--- config.mk ---
export PLATFORM = sky130hd
export DESIGN_NAME = scr_config_regs
export DESIGN_NICKNAME = d
export VERILOG_FILES = /design/src/hdl/scr_pkg.sv /design/src/hdl/scr_config_regs.sv
export SDC_FILE = /design/constraint.sdc
export NUM_CORES = 1
export LEC_CHECK = 0
export ABC_AREA = 1
export BUFFER_PORTS_ARGS = -buffer_cell sky130_fd_sc_hd__buf_2
export CORE_MARGIN = 2
export CORE_UTILIZATION = 40
export CTS_CLUSTER_DIAMETER = 40
export DETAILED_ROUTE_END_ITERATION = 10
export GPL_ROUTABILITY_DRIVEN = 0
export HOLD_SLACK_MARGIN = 0.03
export PLACE_DENSITY = 0.59
export SYNTH_ARGS = -nofsm -noshare
export SYNTH_HDL_FRONTEND = slang
export SYNTH_SLANG_ARGS = --single-unit
--- constraint.sdc ---
create_clock -name mclk -period 3.3 [get_ports mclk]
set_clock_uncertainty 0.2 [all_clocks]
set_input_delay 0.33 -clock mclk [delete_from_list [all_inputs] [get_ports mclk]]
set_output_delay 0.33 -clock mclk [all_outputs]
set_load 0.05 [all_outputs]
--- src/hdl/scr_pkg.sv ---
/*
  Constants and carrier types for the sensor configuration register group.
  Assumes one device clock and a same-clock serial interface core in front.
*/
// Contract
// - Embedded page bit maps embedded registers; resets 0
// - Hub page bit exposes hub registers; resets 0
// - Aux pull-up disable resets 0; 1 disconnects both
// - Data-out pull-up enable resets 0; 1 connects
// - High select 0: frame equals twice low field
// - High select 1: frame twice (low plus 256*high)
// - Synchronization off when select 0, low zero
// - Ratio codes select delta-time resolution 2^11..2^14
// - Nine-bit watermark from low byte plus bit
// - Watermark flag when written count reaches threshold
// - Stop-at-watermark caps FIFO depth at threshold
// - Runtime compression effective only with feature enable
// - Rate-change marker bit batches marker records
// - Forced-uncompressed rate: none, every 8/16/32 events
package scr_pkg;

  // ==========================================================
  // Register offsets
  localparam logic [6:0] ADDR_PAGE  = 7'h01;
  localparam logic [6:0] ADDR_PIN   = 7'h02;
  localparam logic [6:0] ADDR_FLOW  = 7'h04;
  localparam logic [6:0] ADDR_FHIGH = 7'h05;
  localparam logic [6:0] ADDR_RATIO = 7'h06;
  localparam logic [6:0] ADDR_WMLOW = 7'h07;
  localparam logic [6:0] ADDR_FCTL2 = 7'h08;

  // ==========================================================
  // Field positions
  localparam int BIT_EMB_PAGE   = 7;
  localparam int BIT_HUB_PAGE   = 6;
  localparam int BIT_AUX_PU_DIS = 7;
  localparam int BIT_DO_PU_EN   = 6;
  localparam int BIT_HIGH_SEL   = 7;
  localparam int BIT_STOP_WM    = 7;
  localparam int BIT_RT_COMPR   = 6;
  localparam int BIT_RATE_MARK  = 4;
  localparam int BIT_UNC_LO     = 1;
  localparam int BIT_WM_HIGH    = 0;

  // ==========================================================
  // Reset values and fixed bits
  localparam logic [7:0] RST_PAGE    = 8'h00;
  localparam logic [7:0] RST_PIN     = 8'h3f;
  localparam logic [7:0] PIN_FIXED   = 8'h3f;
  localparam logic [7:0] RST_ZERO    = 8'h00;
  localparam logic [7:0] MASK_PAGE   = 8'hc0;
  localparam logic [7:0] MASK_PIN    = 8'hc0;
  localparam logic [7:0] MASK_RATIO  = 8'h03;
  localparam logic [7:0] MASK_FCTL2  = 8'hd7;
  localparam logic [7:0] READ_UNMAP  = 8'h00;

  // ==========================================================
  // Timing and decode constants
  localparam int          FRAME_HIGH_WEIGHT = 256;
  localparam int          RES_LOG2_BASE     = 11;
  localparam logic [5:0]  UNC_PERIOD_1      = 6'h08;
  localparam logic [5:0]  UNC_PERIOD_2      = 6'h10;
  localparam logic [5:0]  UNC_PERIOD_3      = 6'h20;

  // ==========================================================
  // Types
  typedef enum logic [1:0] {
    SCR_PAGE_MAIN = 2'b00,
    SCR_PAGE_EMB  = 2'b01,
    SCR_PAGE_HUB  = 2'b10
  } scr_page_e;

  typedef struct packed {
    logic       wr;
    logic       rd;
    logic [6:0] addr;
    logic [7:0] wdata;
  } scr_req_s;

  typedef struct packed {
    logic [8:0] threshold;
    logic       stopAtWatermark;
    logic       compressionActive;
    logic       rateChangeMarkerEnable;
    logic [1:0] forcedUncompressedRate;
  } scr_fifo_cfg_s;

endpackage

--- src/hdl/scr_config_regs.sv ---
/*
  Byte-wide configuration register group: page selection, pad pull-ups,
  sensor synchronization frame and resolution, FIFO watermark controls.
  Assumes the serial interface core and FIFO core run on mclk.
*/
`timescale 1ns/1ps
module scr_config_regs
(
  input  wire  logic                  mclk,
  input  wire  logic                  reset_n,
  input  wire  scr_pkg::scr_req_s     regReq,
  output logic [7:0]                  regRdata,
  output logic                        regRvalid,
  output scr_pkg::scr_page_e          pageSel,
  output logic                        embeddedPageSelect,
  output logic                        hubPageSelect,
  output logic                        auxPullupEnable,
  output logic                        dataoutPullupEnable,
  output logic                        syncEnable,
  output logic [16:0]                 syncFrameSamples,
  output logic [14:0]                 syncDeltaTimeResolution,
  input  wire  logic [8:0]            fifoWrittenCount,
  input  wire  logic                  compressionFeatureEnable,
  input  wire  logic                  batchEvent,
  output scr_pkg::scr_fifo_cfg_s      fifoCfg,
  output logic                        watermarkFlag,
  output logic                        fifoWriteStop,
  output logic                        forceUncompressed
);
  import scr_pkg::*;

  // ==========================================================
  // Reset release
  logic rstMeta_q;
  logic rstN_q;

  // Async assert, release through two flops
  always_ff @(posedge mclk or negedge reset_n)
  begin
    if (!reset_n)
    begin
      rstMeta_q <= 1'b0;
      rstN_q    <= 1'b0;
    end
    else
    begin
      rstMeta_q <= 1'b1;
      rstN_q    <= rstMeta_q;
    end
  end

  // ==========================================================
  // Register storage
  logic [7:0] page_q;
  logic [7:0] pin_q;
  logic [7:0] frameLow_q;
  logic [7:0] frameHigh_q;
  logic [7:0] ratio_q;
  logic [7:0] wmLow_q;
  logic [7:0] fctl2_q;
  logic       onMain;
  logic       wrPage;
  logic       wrMain;

  // Only the page register answers while another page is mapped
  assign onMain = (pageSel == SCR_PAGE_MAIN);
  assign wrPage = regReq.wr && (regReq.addr == ADDR_PAGE);
  assign wrMain = regReq.wr && onMain;

  // Page register; six low bits held at zero since the host must zero them
  always_ff @(posedge mclk or negedge rstN_q)
  begin
    if (!rstN_q)
      page_q <= RST_PAGE;
    else if (wrPage)
      page_q <= regReq.wdata & MASK_PAGE;
  end

  // Pad pull-up control, fixed ones kept whatever is written
  always_ff @(posedge mclk or negedge rstN_q)
  begin
    if (!rstN_q)
      pin_q <= RST_PIN;
    else if (wrMain && regReq.addr == ADDR_PIN)
      pin_q <= (regReq.wdata & MASK_PIN) | PIN_FIXED;
  end

  // Synchronization frame and ratio registers
  always_ff @(posedge mclk or negedge rstN_q)
  begin
    if (!rstN_q)
    begin
      frameLow_q  <= RST_ZERO;
      frameHigh_q <= RST_ZERO;
      ratio_q     <= RST_ZERO;
    end
    else if (wrMain)
    begin
      if (regReq.addr == ADDR_FLOW)
        frameLow_q <= regReq.wdata;
      if (regReq.addr == ADDR_FHIGH)
        frameHigh_q <= regReq.wdata;
      if (regReq.addr == ADDR_RATIO)
        ratio_q <= regReq.wdata & MASK_RATIO;
    end
  end

  // FIFO watermark and control registers
  always_ff @(posedge mclk or negedge rstN_q)
  begin
    if (!rstN_q)
    begin
      wmLow_q <= RST_ZERO;
      fctl2_q <= RST_ZERO;
    end
    else if (wrMain)
    begin
      if (regReq.addr == ADDR_WMLOW)
        wmLow_q <= regReq.wdata;
      if (regReq.addr == ADDR_FCTL2)
        fctl2_q <= regReq.wdata & MASK_FCTL2;
    end
  end

  // ==========================================================
  // Read path
  logic [7:0] rdMux;

  // Unmapped offsets and other-page offsets read as zero
  always_comb
  begin
    rdMux = READ_UNMAP;
    if (regReq.addr == ADDR_PAGE)
      rdMux = page_q;
    else if (onMain)
    begin
      case (regReq.addr)
        ADDR_PIN:   rdMux = pin_q;
        ADDR_FLOW:  rdMux = frameLow_q;
        ADDR_FHIGH: rdMux = frameHigh_q;
        ADDR_RATIO: rdMux = ratio_q;
        ADDR_WMLOW: rdMux = wmLow_q;
        ADDR_FCTL2: rdMux = fctl2_q;
        default:    rdMux = READ_UNMAP;
      endcase
    end
  end

  // Read data lands one cycle after the request and holds
  always_ff @(posedge mclk or negedge rstN_q)
  begin
    if (!rstN_q)
    begin
      regRdata  <= READ_UNMAP;
      regRvalid <= 1'b0;
    end
    else
    begin
      regRvalid <= regReq.rd;
      if (regReq.rd)
        regRdata <= rdMux;
    end
  end

  // ==========================================================
  // Page and pad decode
  logic embBit;
  logic hubBit;

  assign embBit = page_q[BIT_EMB_PAGE];
  assign hubBit = page_q[BIT_HUB_PAGE];

  // Embedded page wins if both bits are set, keeping one page mapped
  always_comb
  begin
    case ({embBit, hubBit})
      2'b00:   pageSel = SCR_PAGE_MAIN;
      2'b01:   pageSel = SCR_PAGE_HUB;
      2'b10:   pageSel = SCR_PAGE_EMB;
      2'b11:   pageSel = SCR_PAGE_EMB;
      default: pageSel = SCR_PAGE_MAIN;
    endcase
  end

  // Page and pad levels straight from register flops
  assign embeddedPageSelect  = embBit;
  assign hubPageSelect       = hubBit;
  assign auxPullupEnable     = !pin_q[BIT_AUX_PU_DIS];
  assign dataoutPullupEnable = pin_q[BIT_DO_PU_EN];

  // ==========================================================
  // Synchronization decode
  logic        highSel;
  logic [6:0]  lowField;
  logic [16:0] frameCalc;

  assign highSel  = frameLow_q[BIT_HIGH_SEL];
  assign lowField = frameLow_q[6:0];

  // High byte only counts when selected
  always_comb
  begin
    if (highSel)
      frameCalc = {{9'h000, lowField} + 16'(FRAME_HIGH_WEIGHT) * {8'h00, frameHigh_q}, 1'b0};
    else
      frameCalc = {9'h000, lowField, 1'b0};
  end

  // Registered so the sync engine sees a settled value
  always_ff @(posedge mclk or negedge rstN_q)
  begin
    if (!rstN_q)
    begin
      syncFrameSamples        <= 17'h00000;
      syncEnable              <= 1'b0;
      syncDeltaTimeResolution <= 15'h0000;
    end
    else
    begin
      syncFrameSamples        <= frameCalc;
      syncEnable              <= highSel || (lowField != 7'h00);
      syncDeltaTimeResolution <= 15'(15'h0001 << (RES_LOG2_BASE + int'(ratio_q[1:0])));
    end
  end

  // ==========================================================
  // FIFO controls
  logic [8:0] threshold;
  logic       stopBit;

  assign threshold = {fctl2_q[BIT_WM_HIGH], wmLow_q};
  assign stopBit   = fctl2_q[BIT_STOP_WM];

  // Config word and watermark status, one cycle behind their causes
  always_ff @(posedge mclk or negedge rstN_q)
  begin
    if (!rstN_q)
    begin
      fifoCfg       <= '0;
      watermarkFlag <= 1'b0;
      fifoWriteStop <= 1'b0;
    end
    else
    begin
      fifoCfg.threshold              <= threshold;
      fifoCfg.stopAtWatermark        <= stopBit;
      fifoCfg.compressionActive      <= fctl2_q[BIT_RT_COMPR] && compressionFeatureEnable;
      fifoCfg.rateChangeMarkerEnable <= fctl2_q[BIT_RATE_MARK];
      fifoCfg.forcedUncompressedRate <= fctl2_q[BIT_UNC_LO +: 2];
      watermarkFlag                  <= fifoWrittenCount >= threshold;
      fifoWriteStop                  <= stopBit && (fifoWrittenCount >= threshold);
    end
  end

  // ==========================================================
  // Forced-uncompressed insertion
  logic [5:0] uncPeriod;
  logic [5:0] batchCount_q;

  // Period per rate code; zero means never force
  always_comb
  begin
    case (fctl2_q[BIT_UNC_LO +: 2])
      2'b01:   uncPeriod = UNC_PERIOD_1;
      2'b10:   uncPeriod = UNC_PERIOD_2;
      2'b11:   uncPeriod = UNC_PERIOD_3;
      default: uncPeriod = 6'h00;
    endcase
  end

  // Counts batch events; reaching the period or rate code 0 clears the count, a change between nonzero codes keeps it
  always_ff @(posedge mclk or negedge rstN_q)
  begin
    if (!rstN_q)
    begin
      batchCount_q      <= 6'h00;
      forceUncompressed <= 1'b0;
    end
    else
    begin
      forceUncompressed <= 1'b0;
      if (uncPeriod == 6'h00)
        batchCount_q <= 6'h00;
      else if (batchEvent)
      begin
        if (batchCount_q >= uncPeriod - 6'h01)
        begin
          batchCount_q      <= 6'h00;
          forceUncompressed <= 1'b1;
        end
        else
          batchCount_q <= batchCount_q + 6'h01;
      end
    end
  end
endmodule

==> summary.md <==
| Metric | Value |
|---|---|
| Synth Area in Simple Gates | 0.228 |
| CTS resizes | 0 |
| Number of H-tree levels | 3 |
| Worst Path Buf+Inv | 2 |
| Setup Slack @ Placement | 1.11 ns |
| Warnings from Yosys | 0 |
| CTS tree | built |
| Grt ovf | 0 |
| IO Count | 95 |
| N_diodes | 0 |
| Tcrit/Tclk final | 0.667 |
| Cell count after synthesis | 451 |
| DRT antenna net count | 0 |
| Final hold vios | 0 |
| Synth Area in XOR/XNOR | 0.00422 |
| Hold crit path type | in -> async |
| Critical R2R Capture | batchCount_q[5] |
| Total Wirelength | 9170 um |
| Net count, final | 590 |
| Max incr delay on CP | 0.40 ns |
| Clock Pin Slew Worst Setup and Hold Paths | approximately 0.090 ns |
| Rows | 37 |
| Seq/Total Area, Yosys | 0.561 |
| Crit Path Category | reg -> reg |
| Post-synth cell types | 31 |
| Clock insertion delay at the later pin of the skew report | between 0.3 and 0.4 ns |
| Max cap viols | 0 |
| Buffers added on ports | between 80 and 90 |
| Achievable Freq | about 450 MHz |
| Clk sink count | slightly above 90 |
| # DRC | 0 |
| Core Footprint | 10200 um2 |
| Total chip power | about 0.0025 W |
| Arr. time, crit path | roughly 2.3 ns |
| CP endpoint kind | register |
| Status | complete, no violations |
| Pin count of the biggest net entering global routing | between 50 and 60 |
| Initial antenna violation count | 0 |
| Initial core utilization | 0.407 |
| Max Slew Vio Count | 0 |
| Final setup viols | 0 |
| Slew margin rel. | 0.501 |
| Clk root buf | clkbuf_8 |
| Initial DRC Count | 120 |
| Drt first pass iters | 5 |
| Final HPWL DP | between 6000 and 7000 um |
| Post-synthesis adder-cell area fraction | 0.0452 |
| GRT Overall Usage | 0.177 |
| First-pass GRT wire length | roughly 15000 um |
| DR WL/cell | roughly 13 um |
| Worst Tran Pin Value | approximately 0.75 ns |
| PD cells | between 500 and 600 nW/um2 |
| Via density | around 4.6 |
| Layout cells sized above 1 | 0.233 |
| Fin crit period | about 2.2 ns |
| Cts hold-fix bufs | 4 |
| Largest family of logic cells by synthesized area | simple AND/OR/NAND/NOR gates |
| RSZ-0062 raised after global routing | no |
| Top delay family on crit path | compound AO/OA/AOI/OAI gates |
| CP Cell Sequence | inv_1 -> ha_1 -> inv_1 -> ha_1 -> a21o_1 -> a31oi_1 -> nand2_1 -> nor2_2 -> nand2_1 -> o21ai_1 |
| Syn-to-layout area delta | 19.1% |
| Vias in the first global route | between 3000 and 4000 |
| R2R setup slack | 1.10 ns |
| Mapped cell area | between 4000 and 5000 um2 |
| CP max FO | 5 |
| Syn avg cell area | approximately 9.2 um2 |
| Register-to-Register Path Depth | 10 |
| Die area | around 11000 um2 |
| Post-synthesis mux area share | 0 |
| Worst Setup Start Kind | register |
| Start of the worst register-to-register path | fctl2_q[2] |
| Worst EP required | ~3.4 ns |
| Leak | around 2.7 nW |
| Die Width | 106 um |
| Worst setup margin | 1.10 ns |
| Vias after detailed routing | between 3000 and 4000 |
| Synth Register Bits | 93 |
| Compound-Gate Fraction of Synth Area | 0.0733 |
| Peak supply drop | between 0.2 and 0.3 mV |
| Worst hold margin | approximately 0.07 ns |
| Die H | between 100 and 150 um |
| Setup_tns | 0 ns |
| Number of buffers created by CTS | 9 |
| Postcts setup bufs | 0 |
| CP max stage cell | dfrtp_1 |
| Buffer levels on the longest clock path | 2 |
[worst max-delay path by stage]
stage	from	to	slack [ns]	cells after the start
floorplan	rstN_q	batchCount_q[0]	0.32	0
global route	fctl2_q[2]	batchCount_q[5]	0.88	10
finish	fctl2_q[2]	batchCount_q[5]	1.10	10
detailed placement	fctl2_q[2]	batchCount_q[2]	1.11	10
global placement	fctl2_q[2]	batchCount_q[5]	1.23	10
CTS	fctl2_q[2]	batchCount_q[5]	1.08	10
[registers in the layout, indices dropped and copies added (netlist names)]
signal and cells:
regRvalid 1, syncEnable 1, forceUncompressed 1, rstMeta_q 1, syncFrameSamples 15, rstN_q 1, batchCount_q 6, page_q 2
fctl2_q 6, fifoCfg 14, regRdata 8, fifoWriteStop 1, wmLow_q 8, frameLow_q 8, watermarkFlag 1, syncDeltaTimeResolution 7
pin_q 2, ratio_q 2, frameHigh_q 8
[stage by stage]
step,cell area [um2],util,instances
finish,4940,0.485,686
global route,4940,0.485,686
CTS,4940,0.485,686
detailed placement,4680,0.460,666
global placement,4680,0.460,666
floorplan,4200,-,463
[Yosys cell counts, drive strengths merged]
cell | number | area share
nand3b | 2 | 0.0036
conb | 2 | 0.0018
nor4 | 1 | 0.0015
xor2 | 2 | 0.0042
dfrtp | 93 | 0.56
nor3 | 4 | 0.0060
nand3 | 28 | 0.042
o21ai | 47 | 0.057
o21a | 2 | 0.0036
inv | 62 | 0.056
clkbuf | 2 | 0.0018
buf | 16 | 0.029
a21oi | 8 | 0.0096
nand4 | 6 | 0.0090
ha | 15 | 0.045
a21o | 1 | 0.0018
a31oi | 1 | 0.0015
nor2 | 32 | 0.045
nand2 | 127 | 0.12
[placed cells by master, fill, tap and decap left out, types with 3 or more instances in the layout]
| cell type | instances |
|---|---|
| nand4_1 | 6 |
| o21ai_0 | 10 |
| ha_1 | 15 |
| dlygate4sd3_1 | 4 |
| dfrtp_1 | 92 |
| clkbuf_8 | 12 |
| a21oi_1 | 8 |
| nand3_1 | 24 |
| o21ai_1 | 37 |
| buf_2 | 84 |
| nand2_1 | 121 |
| nor2_4 | 3 |
| inv_1 | 56 |
| conb_1 | 14 |
| nand2_2 | 4 |
| inv_2 | 6 |
| nor2_2 | 4 |
| nor3_1 | 3 |
| nor2_1 | 23 |
[where the power goes]
part	total, W	internal (W)	switching (W)	leakage, nW
registers	0.00129	0.00122	0.0000710	1.25
clock network	0.000816	0.000415	0.000401	0.109
logic	0.000432	0.000112	0.000320	1.39
total	0.00254	0.00175	0.000792	2.75
[final cells by class]
class                   instances  area (um2)
multi-input cells             290        1510
clock inverters                 4        55.1
inverters                      62         233
fillers                      1011        5240
clock buffers                  12         165
well taps                     136         170
repair buffers                 89         480
flip-flops and latches         93        2330
[per-layer routing]
metal  wire length [um]  part of all wire  global-route usage
met4                121             0.013              0.0545
met1               4390              0.48               0.243
met5                  0                 0                   0
met3                370             0.040              0.0414
met2               4280              0.47               0.278
[cell families (layout without fill, tap and decap cells)]
family	count (synthesis)	count (layout)
simple gates	200	200
flops	93	93
buf+inv	80	167
compound gates	59	59
fa+ha+maj	15	15
other cells	2	14
xor+xnor	2	2
(Power assumes the default switching activity.)
